**src/verilog/otp_sec_pkg.sv**
```systemverilog
package otp_sec_pkg;

  // Security word bit positions
  localparam int SEC_JTAG_OFF     = 0;
  localparam int SEC_LINK_OFF     = 1;
  localparam int SEC_SECURE_BOOT  = 5;
  localparam int SEC_REDUNDANT    = 7;
  localparam int SEC_LOCK_LO      = 8;
  localparam int SEC_MASTER_LOCK  = 12;
  localparam int SEC_JTAG_OTP_OFF = 13;
  localparam int SEC_DEBUG_OFF    = 14;
  localparam int SEC_GP_LO        = 15;
  localparam int SEC_GP_HI        = 21;
  localparam int SEC_UID_LO       = 22;
  localparam int SEC_UID_HI       = 31;
  localparam logic [31:0] SEC_RESET = 32'h0000_0000;

  // Array geometry
  localparam int OTP_SECTORS = 4;
  localparam int OTP_ROWS    = 512;
  localparam int OTP_AW      = 11;
  localparam logic [15:0] OTP_WORDS = 16'h0800;
  localparam logic [10:0] BOOT_BASE = 11'h000;

  // Programming port resource identifiers
  localparam logic [23:0] RES_ID_ADDR = 24'h10_0200;
  localparam logic [23:0] RES_ID_DATA = 24'h20_0100;
  localparam logic [23:0] RES_ID_CTRL = 24'h10_0300;

  // Control port operation codes
  localparam logic [15:0] CTRL_READ     = 16'h0001;
  localparam logic [15:0] CTRL_PROG     = 16'h0002;
  localparam logic [15:0] CTRL_PROG_SEC = 16'h0003;
  localparam logic [1:0]  OP_NONE       = 2'h0;
  localparam logic [1:0]  OP_READ       = 2'h1;
  localparam logic [1:0]  OP_PROG       = 2'h2;
  localparam logic [1:0]  OP_PROG_SEC   = 2'h3;

  // Boot image check
  localparam logic [31:0] CRC_POLY = 32'hEDB8_8320;
  localparam logic [31:0] CRC_INIT = 32'hFFFF_FFFF;
  localparam logic [31:0] CRC_SKIP = 32'h0D15_AB1E;

  typedef struct packed {
    logic              rd;
    logic              prog;
    logic              sec_sel;
    logic              redundant;
    logic [OTP_AW-1:0] addr;
    logic [31:0]       wdata;
  } otp_req_s;

  typedef struct packed {
    logic        rd_valid;
    logic        prog_done;
    logic [31:0] rdata;
  } otp_rsp_s;

  typedef struct packed {
    logic        valid;
    logic        from_jtag;
    logic [23:0] res_id;
    logic [31:0] data;
  } port_wr_s;

endpackage

```
**src/verilog/otp_program_gate.sv**
```systemverilog
`timescale 1ns/1ps
`default_nettype none
module otp_program_gate (
  // Live security word
  input  wire logic [31:0] sec,
  input  wire logic        loaded,
  // Requested operation
  input  wire logic [1:0]  op,
  input  wire logic [15:0] addr,
  input  wire logic        from_jtag,
  // Verdict
  output logic             allow
);
  logic       in_range;
  logic [1:0] sector;
  logic       sector_lock;
  logic       jtag_block;

  always_comb begin
    in_range    = addr < otp_sec_pkg::OTP_WORDS;
    sector      = addr[otp_sec_pkg::OTP_AW-1 -: 2];
    sector_lock = sec[otp_sec_pkg::SEC_LOCK_LO + int'(sector)];
    jtag_block  = from_jtag & (sec[otp_sec_pkg::SEC_JTAG_OTP_OFF]
                  | sec[otp_sec_pkg::SEC_JTAG_OFF]);
    allow = 1'b0;
    if (loaded && !jtag_block) begin
      case (op)
        otp_sec_pkg::OP_READ:     allow = in_range;
        otp_sec_pkg::OP_PROG:     allow = in_range & ~sector_lock
                                  & ~sec[otp_sec_pkg::SEC_MASTER_LOCK];
        otp_sec_pkg::OP_PROG_SEC: allow = ~sec[otp_sec_pkg::SEC_MASTER_LOCK];
        default:                  allow = 1'b0;
      endcase
    end
  end
endmodule
`default_nettype wire

```
**src/verilog/boot_image_loader.sv**
```systemverilog
`timescale 1ns/1ps
`default_nettype none
module boot_image_loader #(
  parameter int SRAM_AW = 14
) (
  input  wire logic                           clk,
  input  wire logic                           reset,
  // Control
  input  wire logic                           start,
  output logic                                done,
  output logic                                ok,
  // Array reads
  output logic                                rd_req,
  output logic [otp_sec_pkg::OTP_AW-1:0]      rd_addr,
  input  wire logic                           rd_valid,
  input  wire logic [31:0]                    rd_data,
  // Tile memory writes
  output logic                                sram_we,
  output logic [SRAM_AW-1:0]                  sram_addr,
  output logic [31:0]                         sram_wdata
);
  if (SRAM_AW < 4 || SRAM_AW > 16) begin : g_chk
    $error("SRAM_AW out of range");
  end

  typedef enum logic [3:0] {
    BL_IDLE = 4'h1, BL_REQ = 4'h2, BL_WAIT = 4'h4, BL_DONE = 4'h8
  } ldr_state_e;

  typedef struct packed {
    ldr_state_e                   st;
    logic [otp_sec_pkg::OTP_AW-1:0] addr;
    logic [11:0]                  count;
    logic [11:0]                  idx;
    logic [31:0]                  crc;
    logic                         ok;
    logic                         we;
    logic [SRAM_AW-1:0]           waddr;
    logic [31:0]                  wdata;
  } ldr_s;

  ldr_s r, n;

  // Reflected CRC, word taken least significant bit first
  function automatic logic [31:0] crc_word(input logic [31:0] c,
                                           input logic [31:0] w);
    logic [31:0] x;
    x = c;
    for (int i = 0; i < 32; i++) begin
      x = (x[0] ^ w[i]) ? ((x >> 1) ^ otp_sec_pkg::CRC_POLY) : (x >> 1);
    end
    return x;
  endfunction

  always_comb begin
    n    = r;
    n.we = 1'b0;
    case (r.st)
      BL_IDLE: if (start) begin
        n.addr = otp_sec_pkg::BOOT_BASE;
        n.idx  = 12'h000;
        n.crc  = otp_sec_pkg::CRC_INIT;
        n.st   = BL_REQ;
      end
      BL_REQ: n.st = BL_WAIT;
      BL_WAIT: if (rd_valid) begin
        n.addr = r.addr + 11'h001;
        n.idx  = r.idx + 12'h001;
        n.st   = BL_REQ;
        if (r.idx == 12'h000) begin
          n.crc   = crc_word(r.crc, rd_data);
          n.count = rd_data[11:0];
          // Count word, image and trailer must fit the array; the image alone the tile memory
          if (rd_data > 32'(otp_sec_pkg::OTP_WORDS) - 32'h2
              || rd_data > (32'h1 << SRAM_AW)) begin
            n.ok = 1'b0;
            n.st = BL_DONE;
          end
        end else if (r.idx == r.count + 12'h001) begin
          n.ok = (rd_data == otp_sec_pkg::CRC_SKIP) || (rd_data == ~r.crc);
          n.st = BL_DONE;
        end else begin
          n.crc   = crc_word(r.crc, rd_data);
          n.we    = 1'b1;
          n.waddr = SRAM_AW'(r.idx - 12'h001);
          n.wdata = rd_data;
        end
      end
      BL_DONE: n.st = BL_DONE;
      default: n.st = BL_IDLE;
    endcase
  end

  always_ff @(posedge clk) begin
    if (reset) begin
      r    <= '0;
      r.st <= BL_IDLE;
    end else begin
      r <= n;
    end
  end

  assign rd_req     = r.st == BL_REQ;
  assign rd_addr    = r.addr;
  assign done       = r.st == BL_DONE;
  assign ok         = r.ok;
  assign sram_we    = r.we;
  assign sram_addr  = r.waddr;
  assign sram_wdata = r.wdata;
endmodule
`default_nettype wire

```
**src/verilog/otp_security_boot_control.sv**
```systemverilog
// Notes on behaviour
// - secure boot fetches image from word 0
// - one array and register per tile instance
// - bit 0 blocks JTAG to tile state
// - bit 1 refuses switch accesses from tiles
// - bit 5 starts processor at OTP 0
// - bit 7 enables redundant array rows
// - bits 8-11 lock sectors 0-3 programming
// - bit 12 inhibits all programming entirely
// - bit 13 rejects JTAG reads and writes
// - bit 14 ignores, never drives debug pin
// - bits 21:15 readable general purpose field
// - bits 31:22 extend JTAG user ident
// - four sectors of 512 words, 8 KB
// - security word loaded before gating applies
// - image copied to SRAM, runs first
// - bit 5 overrides boot-source pins
// - count, words, CRC or skip trailer
`timescale 1ns/1ps
`default_nettype none
module otp_security_boot_control #(
  parameter int SRAM_AW = 14
) (
  input  wire logic                      clk,
  input  wire logic                      reset,
  // Array macro
  output otp_sec_pkg::otp_req_s          otp_req,
  input  wire otp_sec_pkg::otp_rsp_s     otp_rsp,
  // Programming ports
  input  wire otp_sec_pkg::port_wr_s     port_wr,
  output logic                           port_ready,
  output logic [31:0]                    prog_rdata,
  output logic                           prog_rd_valid,
  output logic                           prog_done,
  output logic                           prog_refused,
  // Tile memory loading
  output logic                           sram_we,
  output logic [SRAM_AW-1:0]             sram_addr,
  output logic [31:0]                    sram_wdata,
  // Processor boot
  input  wire logic [2:0]                boot_mode_pins,
  output logic [2:0]                     boot_mode,
  output logic                           boot_from_otp,
  output logic                           proc_release,
  output logic                           boot_failed,
  // Access gating
  input  wire logic                      jtag_req,
  output logic                           jtag_grant,
  input  wire logic                      link_req,
  output logic                           link_grant,
  // Debug sync pin
  input  wire logic                      debug_n_i,
  output logic                           debug_n_o,
  output logic                           debug_n_oe,
  input  wire logic                      debug_break,
  output logic                           debug_enter,
  // Security word view
  output logic [31:0]                    tile_security_config,
  output logic [6:0]                     gp_field,
  output logic [9:0]                     user_ident_extension
);
  // Loader write address and tile memory port share this width
  if (SRAM_AW < 4 || SRAM_AW > 16) begin : g_chk
    $error("SRAM_AW out of range");
  end

  typedef enum logic [3:0] {
    ST_LOAD = 4'h1, ST_LWAIT = 4'h2, ST_BOOT = 4'h4, ST_RUN = 4'h8
  } main_state_e;

  typedef struct packed {
    main_state_e           st;
    logic                  loaded;
    logic [31:0]           sec;
    logic [15:0]           addr_lat;
    logic [31:0]           data_lat;
    logic                  busy;
    logic [1:0]            op;
    otp_sec_pkg::otp_req_s req;
    logic [31:0]           rdata;
    logic                  rd_valid;
    logic                  done;
    logic                  refused;
    logic                  boot_otp;
    logic                  release_p;
    logic                  boot_err;
    logic                  ldr_start;
    logic [2:0]            mode_s1;
    logic [2:0]            mode_s2;
    logic                  dbg_s1;
    logic                  dbg_s2;
  } main_s;

  main_s r, n;

  logic                          ldr_done;
  logic                          ldr_ok;
  logic                          ldr_rd;
  logic [otp_sec_pkg::OTP_AW-1:0] ldr_addr;
  logic                          ldr_valid;
  logic [1:0]                    ctrl_op;
  logic                          allow;
  logic                          ctrl_wr;

  function automatic logic [1:0] decode_ctrl(input logic [15:0] c);
    case (c)
      otp_sec_pkg::CTRL_READ:     return otp_sec_pkg::OP_READ;
      otp_sec_pkg::CTRL_PROG:     return otp_sec_pkg::OP_PROG;
      otp_sec_pkg::CTRL_PROG_SEC: return otp_sec_pkg::OP_PROG_SEC;
      default:                    return otp_sec_pkg::OP_NONE;
    endcase
  endfunction

  assign ldr_valid = otp_rsp.rd_valid & (r.st == ST_BOOT);
  assign ctrl_op   = decode_ctrl(port_wr.data[15:0]);
  assign ctrl_wr   = port_wr.valid & port_ready
                     & (port_wr.res_id == otp_sec_pkg::RES_ID_CTRL);

  boot_image_loader #(
    .SRAM_AW (SRAM_AW)
  ) u_loader (
    .clk        (clk),
    .reset      (reset),
    .start      (r.ldr_start),
    .done       (ldr_done),
    .ok         (ldr_ok),
    .rd_req     (ldr_rd),
    .rd_addr    (ldr_addr),
    .rd_valid   (ldr_valid),
    .rd_data    (otp_rsp.rdata),
    .sram_we    (sram_we),
    .sram_addr  (sram_addr),
    .sram_wdata (sram_wdata)
  );

  otp_program_gate u_gate (
    .sec       (r.sec),
    .loaded    (r.loaded),
    .op        (ctrl_op),
    .addr      (r.addr_lat),
    .from_jtag (port_wr.from_jtag),
    .allow     (allow)
  );

  always_comb begin
    n             = r;
    n.rd_valid    = 1'b0;
    n.done        = 1'b0;
    n.refused     = 1'b0;
    n.release_p   = 1'b0;
    n.ldr_start   = 1'b0;
    n.req.rd      = 1'b0;
    n.req.prog    = 1'b0;
    n.req.sec_sel = 1'b0;
    // Boot pins and debug pin come from outside the clock domain
    n.mode_s1 = boot_mode_pins;
    n.mode_s2 = r.mode_s1;
    n.dbg_s1  = debug_n_i;
    n.dbg_s2  = r.dbg_s1;
    n.req.redundant = r.loaded & r.sec[otp_sec_pkg::SEC_REDUNDANT];
    case (r.st)
      ST_LOAD: begin
        n.req.rd      = 1'b1;
        n.req.sec_sel = 1'b1;
        n.req.addr    = '0;
        n.st          = ST_LWAIT;
      end
      ST_LWAIT: if (otp_rsp.rd_valid) begin
        n.sec    = otp_rsp.rdata;
        n.loaded = 1'b1;
        if (otp_rsp.rdata[otp_sec_pkg::SEC_SECURE_BOOT]) begin
          n.boot_otp  = 1'b1;
          n.ldr_start = 1'b1;
          n.st        = ST_BOOT;
        end else begin
          n.release_p = 1'b1;
          n.st        = ST_RUN;
        end
      end
      ST_BOOT: begin
        n.req.rd   = ldr_rd;
        n.req.addr = ldr_addr;
        if (ldr_done) begin
          // A failed check holds the processor, discontinuing boot
          if (ldr_ok) begin
            n.release_p = 1'b1;
          end else begin
            n.boot_err = 1'b1;
          end
          n.st = ST_RUN;
        end
      end
      ST_RUN: begin
        if (r.busy) begin
          if (r.op == otp_sec_pkg::OP_READ && otp_rsp.rd_valid) begin
            n.rdata    = otp_rsp.rdata;
            n.rd_valid = 1'b1;
            n.busy     = 1'b0;
          end else if (r.op != otp_sec_pkg::OP_READ
                       && otp_rsp.prog_done) begin
            n.done = 1'b1;
            n.busy = 1'b0;
          end
        end else if (port_wr.valid) begin
          if (port_wr.res_id == otp_sec_pkg::RES_ID_ADDR) begin
            n.addr_lat = port_wr.data[15:0];
          end else if (port_wr.res_id == otp_sec_pkg::RES_ID_DATA) begin
            n.data_lat = port_wr.data;
          end else if (ctrl_wr) begin
            if (allow) begin
              n.busy        = 1'b1;
              n.op          = ctrl_op;
              n.req.addr    = r.addr_lat[otp_sec_pkg::OTP_AW-1:0];
              n.req.wdata   = r.data_lat;
              n.req.rd      = ctrl_op == otp_sec_pkg::OP_READ;
              n.req.prog    = ctrl_op != otp_sec_pkg::OP_READ;
              // Live word only changes at the next power-up load
              n.req.sec_sel = ctrl_op == otp_sec_pkg::OP_PROG_SEC;
            end else begin
              n.refused = 1'b1;
            end
          end
        end
      end
      default: n.st = ST_LOAD;
    endcase
  end

  always_ff @(posedge clk) begin
    if (reset) begin
      r     <= '0;
      r.sec <= otp_sec_pkg::SEC_RESET;
      r.st  <= ST_LOAD;
    end else begin
      r <= n;
    end
  end

  // Programming port handshake and answers
  assign port_ready    = (r.st == ST_RUN) & ~r.busy;
  assign otp_req       = r.req;
  assign prog_rdata    = r.rdata;
  assign prog_rd_valid = r.rd_valid;
  assign prog_done     = r.done;
  assign prog_refused  = r.refused;

  // Boot control; pins are ignored once the secure bit is seen
  assign boot_mode     = r.boot_otp ? 3'h0 : r.mode_s2;
  assign boot_from_otp = r.boot_otp;
  assign proc_release  = r.release_p;
  assign boot_failed   = r.boot_err;

  // Access gates stay shut until the word is loaded
  assign jtag_grant = jtag_req & r.loaded
                      & ~r.sec[otp_sec_pkg::SEC_JTAG_OFF];
  assign link_grant = link_req & r.loaded
                      & ~r.sec[otp_sec_pkg::SEC_LINK_OFF];

  // Debug pin only ever pulled low, and not at all when disabled
  assign debug_n_o   = 1'b0;
  assign debug_n_oe  = debug_break & r.loaded
                       & ~r.sec[otp_sec_pkg::SEC_DEBUG_OFF];
  assign debug_enter = ~r.dbg_s2 & r.loaded
                       & ~r.sec[otp_sec_pkg::SEC_DEBUG_OFF];

  // Register view and user fields
  assign tile_security_config = r.sec;
  assign gp_field = r.sec[otp_sec_pkg::SEC_GP_HI:otp_sec_pkg::SEC_GP_LO];
  assign user_ident_extension =
    r.sec[otp_sec_pkg::SEC_UID_HI:otp_sec_pkg::SEC_UID_LO];
endmodule
`default_nettype wire

```
**config.mk**
```make
export PLATFORM = sky130hd
export DESIGN_NAME = otp_security_boot_control
export DESIGN_NICKNAME = d
export VERILOG_FILES = /design/src/verilog/otp_sec_pkg.sv /design/src/verilog/otp_program_gate.sv /design/src/verilog/boot_image_loader.sv /design/src/verilog/otp_security_boot_control.sv
export SDC_FILE = /design/constraint.sdc
export NUM_CORES = 1
export LEC_CHECK = 0
export ABC_AREA = 1
export BUFFER_PORTS_ARGS = -buffer_cell sky130_fd_sc_hd__buf_2
export CAP_MARGIN = 20
export CORE_MARGIN = 8
export CORE_UTILIZATION = 30
export CTS_CLUSTER_DIAMETER = 80
export DETAILED_ROUTE_END_ITERATION = 6
export MAX_ROUTING_LAYER = met4
export SLEW_MARGIN = 20
export SYNTH_ARGS = -nofsm -noshare
export SYNTH_HDL_FRONTEND = slang
export SYNTH_SLANG_ARGS = --single-unit
```
**constraint.sdc**
```tcl
create_clock -name clk -period 3 [get_ports clk]
set_input_delay 0.15 -clock clk [delete_from_list [all_inputs] [get_ports clk]]
set_output_delay 0.15 -clock clk [all_outputs]
set_load 0.02 [all_outputs]
```
==> flow_metrics.env, run 1 <==
export IMPL_gp_congestion=1.05
export IMPL_clock_skew_ns=0.0237
export IMPL_ff_latch_area_um2=6040
export IMPL_clk_path_buf_depth=3
export IMPL_start_util_pct=30.1
export IMPL_clkSlewWorstSetupHoldPaths_ns=0.07
export IMPL_dp_hpwl_um=55300
export IMPL_drtIter0Drc=1451
export IMPL_antenna_found_initial=3
export IMPL_hp_class="in2reg"
export IMPL_r2r_start="u_loader.r[56]"
export IMPL_ys_flop_type="dfxtp_1"
export IMPL_grt_max_degree=65
export IMPL_crit_type="reg2reg"
export IMPL_yosys_register_bits=300
export IMPL_root_buffer="clkbuf_16"
export IMPL_num_vias=18734
export IMPL_wire_per_inst_um=18.8
export IMPL_cp_arrival_ns=3.61
export IMPL_crit_chain="inv_1 > nand2_1 > nand2_2 > nand2_2 > nand2_4 > nand2_2 > nand3_2 > nand2_8 > inv_4 > buf_4 > nand2_1 > nand2_4 > xnor2_4 > xor2_1 > xor2_1 > xnor2_1 > a21oi_1 > o21ai_1 > buf_4 > a21oi_2"
export IMPL_worst_slack_ns=-0.0972
export IMPL_postRouteAntennaNets=0
export IMPL_htreeDepth=1
export IMPL_drv_cap=0
export IMPL_synth_nets=2740
export IMPL_fmax_mhz=323
export IMPL_vias_per_cell=4.85
export IMPL_synthArstFlopShare_pct=0
export IMPL_hold_violations=0
export IMPL_placed_cell_area_um2=21400
export IMPL_yosys_warnings=0
export IMPL_grt_overflow_total=0
export IMPL_tightest_slew_ns=0.766
export IMPL_yosysSeqAreaShare_pct=32.6
export IMPL_drc=1
export IMPL_die_h_um=264
export IMPL_design_die_area_um2=69600
export IMPL_startpoint_type="flop"
export IMPL_clock_latency_ns=0.59
export IMPL_cp_required_ns=3.52
export IMPL_status="finished, violations left"
export IMPL_grt_pass1_vias=17384
export IMPL_yosys_top_cells_area="dfxtp_1 (33%), nand2_1 (11%), buf_4 (7.1%)"
export IMPL_synth_edf_count=0
export IMPL_io_pins=291
export IMPL_area_growth_pct=35.5
export IMPL_crit_start="u_loader.r[56]"
export IMPL_portBuffers=289
export IMPL_yosysTopAreaCell="dfxtp_1"
export IMPL_clock_sinks=300
export IMPL_grt_total_usage_pct=19.8
export IMPL_synthesis_area_um2=18400
export IMPL_path_common_cell="nand2_2"
export IMPL_fin_cells=3861
export IMPL_cts_buffers=29
export IMPL_crit_path_max_incr_delay_ns=0.40
export IMPL_cp_max_fo=7
export IMPL_cts_tree="built"
export IMPL_slew_headroom_pct=48.9
export IMPL_core_um2=61100
export IMPL_syn_avg_cell_area_um2=6.99
export IMPL_grt_setup_unrepaired="yes"
export IMPL_slowest_stage="dfxtp_2"
export IMPL_std_cell_rows=91
export IMPL_drt_wl_total_um=72400
export IMPL_first_pass_iters=7
export IMPL_fin_area_um2=25000
export IMPL_period_minus_slack_ns=3.10
export IMPL_cp_end_kind="flop"
export IMPL_ys_types=58
export IMPL_hold_start="port_wr[56]"
export IMPL_post_route_period_util_pct=103
export IMPL_slew_violations=0
export IMPL_violations="DRC, setup timing"
export IMPL_nNetsFinal=3155
export IMPL_fillers=6178
export IMPL_fp_dieW_um=264
export IMPL_multi_input_area_um2=11400
export IMPL_grt_pass1_wl_um=106000
export IMPL_synth_top_area_share_pct=32.6
export IMPL_synthCells=2633
export IMPL_setup_viol=27
export IMPL_drive_gt1_share_pct=36.0
export IMPL_dp_cells=3714
[flip-flops by register name, indices dropped and copies added (netlist names)]
signal	count
prog_rdata	32
proc_release	1
prog_refused	1
u_loader.ok	1
tile_security_config	32
prog_rd_valid	1
u_loader.sram_wdata	32
u_loader.r	60
boot_from_otp	1
r	61
prog_done	1
otp_req	47
u_loader.sram_addr	13
n	4
boot_failed	1
u_loader.sram_we	1
u_loader.rd_addr	11
[per-layer routing]
metal	part of all wire (%)	vias up	GRT usage, %	routed length (um)
met3	7.1	151	2.98	5140
met2	46	669	31.5	33100
met4	4.1	0	7.02	2990
met5	0	-	-	0
met1	43	8682	25.4	31200
li1	-	9232	-	-
[synthesized netlist by cell type (4+ instances only)]
| library cell | count |
|---|---|
| a211oi_1 | 82 |
| a21oi_1 | 147 |
| a221oi_1 | 15 |
| a31oi_1 | 7 |
| buf_2 | 4 |
| buf_4 | 175 |
| clkbuf_1 | 82 |
| clkinv_1 | 4 |
| dfxtp_1 | 300 |
| ha_1 | 6 |
| inv_1 | 220 |
| inv_2 | 38 |
| nand2_1 | 532 |
| nand2_2 | 73 |
| nand2_4 | 38 |
| nand3_1 | 173 |
| nand3_2 | 11 |
| nand4_1 | 21 |
| nor2_1 | 256 |
| nor2_2 | 4 |
| nor3_1 | 28 |
| nor3b_1 | 6 |
| nor4_1 | 25 |
| o2111ai_1 | 4 |
| o21ai_0 | 165 |
| o21ai_1 | 14 |
| o22ai_1 | 4 |
| or2_1 | 4 |
| xnor2_1 | 32 |
| xor2_1 | 108 |
| xor2_2 | 13 |
[worst max-delay path: cells and delay by family, from the launching register on]
family / cells / cell delay [ns]
DFF: 1 / 0.40
and+or+nand+nor: 9 / 1.01
xor gates and xnor gates: 4 / 0.78
AOI/OAI and AO/OA: 3 / 0.38
buffers and inverters: 4 / 0.44
[kinds of logic (layout without fill, tap and decap cells)]
kind of cell             Yosys count  after routing  share of synthesized area [%]
flip-flops                       300            300                           32.6
AO/OA/AOI/OAI                    449            449                           14.0
XOR/XNOR                         156            156                           8.26
other                              1              4                         0.0204
AND/OR/NAND/NOR                 1189           1190                           30.0
multiplexers                       1              1                         0.0544
buffers and inverters            531            965                           14.6
adder cells (fa/ha/maj)            6              6                          0.408
[through the flow]
| stage | setup slack (ns) | setup TNS, ns | utilization, % | hold WS (ns) |
|---|---|---|---|---|
| 5_1_grt | -0.275 | -6.32 | 40.8 | 0.0259 |
| 4_1_cts | -0.0476 | -0.0834 | 38.4 | 0.0130 |
| 2_1_floorplan | 0.189 | 0 | - | 0.257 |
| 6_report | -0.0972 | -1.26 | 40.8 | 0.0163 |
| 3_3_place_gp | -0.287 | -6.28 | 34.9 | 0.350 |
| 3_5_place_dp | -0.278 | -6.21 | 34.9 | 0.363 |
[worst paths after layout]
path	endpoint	slack [ns]	cells after the start
setup / recovery	u_loader.r[51]	-0.1	20
hold reg to reg	r[3]	0.40	2
setup reg to reg	u_loader.r[51]	-0.1	20
hold / removal	prog_refused	0.02	4
[area by class of cell]
type / count / area share, %
Timing Repair Buffer: 648 / 18.1
Multi-Input combinational cell: 1803 / 45.8
Tap cell: 790 / 3.96
Clock buffer: 40 / 3.23
Inverter: 266 / 4.17
Antenna cell: 3 / 0.0301
Clock inverter: 11 / 0.557
Sequential cell: 300 / 24.2
[timing repair]
action                                  in CTS  in global routing
endpoints found under the hold margin       59                  0
endpoints found under the setup margin      32                 64
gates cloned                                 0                  1
hold buffers                                40                  0
pin swaps                                   54                145
resized for setup                          147                276
setup buffers                               24                 31
[cell usage in the layout, fill, tap and decap left out, drive strengths merged, types with 4 or more instances in the layout]
cell type    instances
nand2              644
or2                  7
ha                   6
o2111ai              4
nor3                28
buf                608
a21oi              148
inv                263
xnor2               32
a31oi                7
nand4               22
nor2               264
nor4                26
a211oi              82
nand3              185
o22ai                4
o21ai              179
dlygate4sd3         40
a221oi              15
xor2               124
nor3b                6
clkbuf              40
dfxtp              300
clkinv               9
Power of run 1 is left out: the tool's default activity adds up to more than one toggle a clock period on the data nets, which glitch-free logic cannot reach.
==> run 2, diff against run 1 <==
--- a/config.mk
+++ b/config.mk
@@ -8,11 +8,13 @@
 export ABC_AREA = 1
 export BUFFER_PORTS_ARGS = -buffer_cell sky130_fd_sc_hd__buf_2
 export CAP_MARGIN = 20
+export CORE_ASPECT_RATIO = 1.5
 export CORE_MARGIN = 8
 export CORE_UTILIZATION = 30
 export CTS_CLUSTER_DIAMETER = 80
 export DETAILED_ROUTE_END_ITERATION = 6
 export MAX_ROUTING_LAYER = met4
+export SKIP_LAST_GASP = 1
 export SLEW_MARGIN = 20
 export SYNTH_ARGS = -nofsm -noshare
 export SYNTH_HDL_FRONTEND = slang
==> flow_metrics.env, run 2 (same netlist as run 1, synthesis figures left out) <==
export IMPL_status="finished, violations left"
export IMPL_violations="setup timing"
export IMPL_crit_path_max_incr_delay_ns=0.41
export IMPL_hp_class="in2reg"
export IMPL_vias_per_cell=4.92
export IMPL_dp_cells=3749
export IMPL_cp_arrival_ns=3.53
export IMPL_wire_per_inst_um=20.1
export IMPL_fin_area_um2=26600
export IMPL_grt_overflow_total=0
export IMPL_clk_path_buf_depth=3
export IMPL_antenna_found_initial=2
export IMPL_slew_headroom_pct=46.9
export IMPL_reg2reg_depth=23
export IMPL_hold_violations=0
export IMPL_fmax_mhz=325
export IMPL_start_util_pct=30.2
export IMPL_tightest_slew_ns=0.796
export IMPL_slew_violations=0
export IMPL_root_buffer="clkbuf_16"
export IMPL_cts_buffers=31
export IMPL_dp_hpwl_um=59800
export IMPL_placed_cell_area_um2=21600
export IMPL_final_util_pct=43.7
export IMPL_gp_congestion=1.01
export IMPL_drc=0
export IMPL_first_pass_iters=6
export IMPL_final_cell_mix="nand2_1 (341), buf_4 (331), buf_2 (288)"
export IMPL_startpoint_type="flop"
export IMPL_htreeDepth=1
export IMPL_core_um2=61000
export IMPL_clock_latency_ns=0.60
export IMPL_setup_viol=19
export IMPL_top_register="r"
export IMPL_grt_pass1_vias=18606
export IMPL_crit_chain="inv_1 > nand2_1 > nand2_2 > nand2_4 > nand2_4 > nand2_4 > inv_4 > nor2_8 > buf_12 > xor2_4 > buf_12 > nand3_4 > nand2_8 > nand2_2 > nand2_4 > buf_4 > xor2_4 > xor2_2 > inv_1 > nand2_1 > nand3_1 > nand2_2 > a21oi_2"
export IMPL_crit_type="reg2reg"
export IMPL_clkSlewWorstSetupHoldPaths_ns=0.07
export IMPL_cp_end_kind="flop"
export IMPL_clock_sinks=300
export IMPL_grt_total_usage_pct=21.9
export IMPL_grt_max_degree=134
export IMPL_die_h_um=319
export IMPL_portBuffers=289
export IMPL_cp_required_ns=3.45
export IMPL_drv_cap=0
export IMPL_period_minus_slack_ns=3.07
export IMPL_num_vias=19420
export IMPL_final_common_cell="nand2_1"
export IMPL_largest_register_ff_count=61
export IMPL_clock_skew_ns=0.0154
export IMPL_drt_wl_total_um=79400
export IMPL_fin_cells=3945
export IMPL_std_cell_rows=111
export IMPL_grt_setup_unrepaired="yes"
export IMPL_setup_tns_ns=-0.561
export IMPL_design_die_area_um2=69700
export IMPL_drtIter0Drc=1282
export IMPL_area_growth_pct=44.6
export IMPL_hold_depth=4
export IMPL_post_route_period_util_pct=102
export IMPL_worst_slack_ns=-0.0724
export IMPL_nNetsFinal=3235
export IMPL_cts_tree="built"
export IMPL_postRouteAntennaNets=0
export IMPL_cp_max_fo=7
export IMPL_io_pins=291
export IMPL_drive_gt1_share_pct=41.3
export IMPL_fp_dieW_um=218
export IMPL_grt_pass1_wl_um=114000
export IMPL_path_common_cell="nand2_4"
export IMPL_slowest_stage="dfxtp_4"
-- run 2: timing repair --
action / CTS / global route
buffers inserted: 62 / 37
endpoints found under the setup margin: 78 / 96
endpoints found under the hold margin: 62 / 0
hold buffers: 41 / 0
gates cloned: 3 / 1
gates resized for setup: 264 / 387
pin swaps: 131 / 230
-- run 2: worst paths after layout --
path / startpoint / end / slack (ns)
hold reg to reg: n[4] / r[4] / 0.41
setup / recovery: u_loader.r[59] / u_loader.r[56] / -0.07
hold / removal: otp_rsp[17] / u_loader.sram_wdata[17] / 0.03
setup reg to reg: u_loader.r[59] / u_loader.r[56] / -0.07
-- run 2: cell type report --
class                   count  area [um^2]
repair buffers            723         5220
inverters                 266         1070
flip-flops and latches    300         6050
clock inverters            12          113
multi-input cells        1806        12300
fillers                  6040        34300
well taps                 791          990
diodes                      3         7.51
clock buffers              44          905
-- run 2: through the flow --
stage	setup WS, ns	hold WS, ns
global route	-0.256	0.0356
CTS	-0.134	0.00127
detailed placement	-0.467	0.357
finish	-0.0724	0.0284
floorplan	0.189	0.257
global placement	-0.459	0.352
-- run 2: worst max-delay path, delay by kind of cell (launching register included) --
kind | cells | cell delay, ns
buffers and inverters | 6 | 0.59
AO/OA/AOI/OAI | 1 | 0.05
flip-flops | 1 | 0.41
XOR/XNOR | 3 | 0.55
AND/OR/NAND/NOR | 13 | 1.30
-- run 2: routing by layer --
layer  up-vias  share of wire, %  global-route usage [%]  routed length (um)
met4         0               7.9                    13.5                6250
met2       714                49                    38.0               39200
met3       239               6.1                    3.20                4810
li1       9387                 -                       -                   -
met1      9080                37                    23.1               29200
met5         -                 0                       -                   0
Power of run 2 is left out for the same reason.
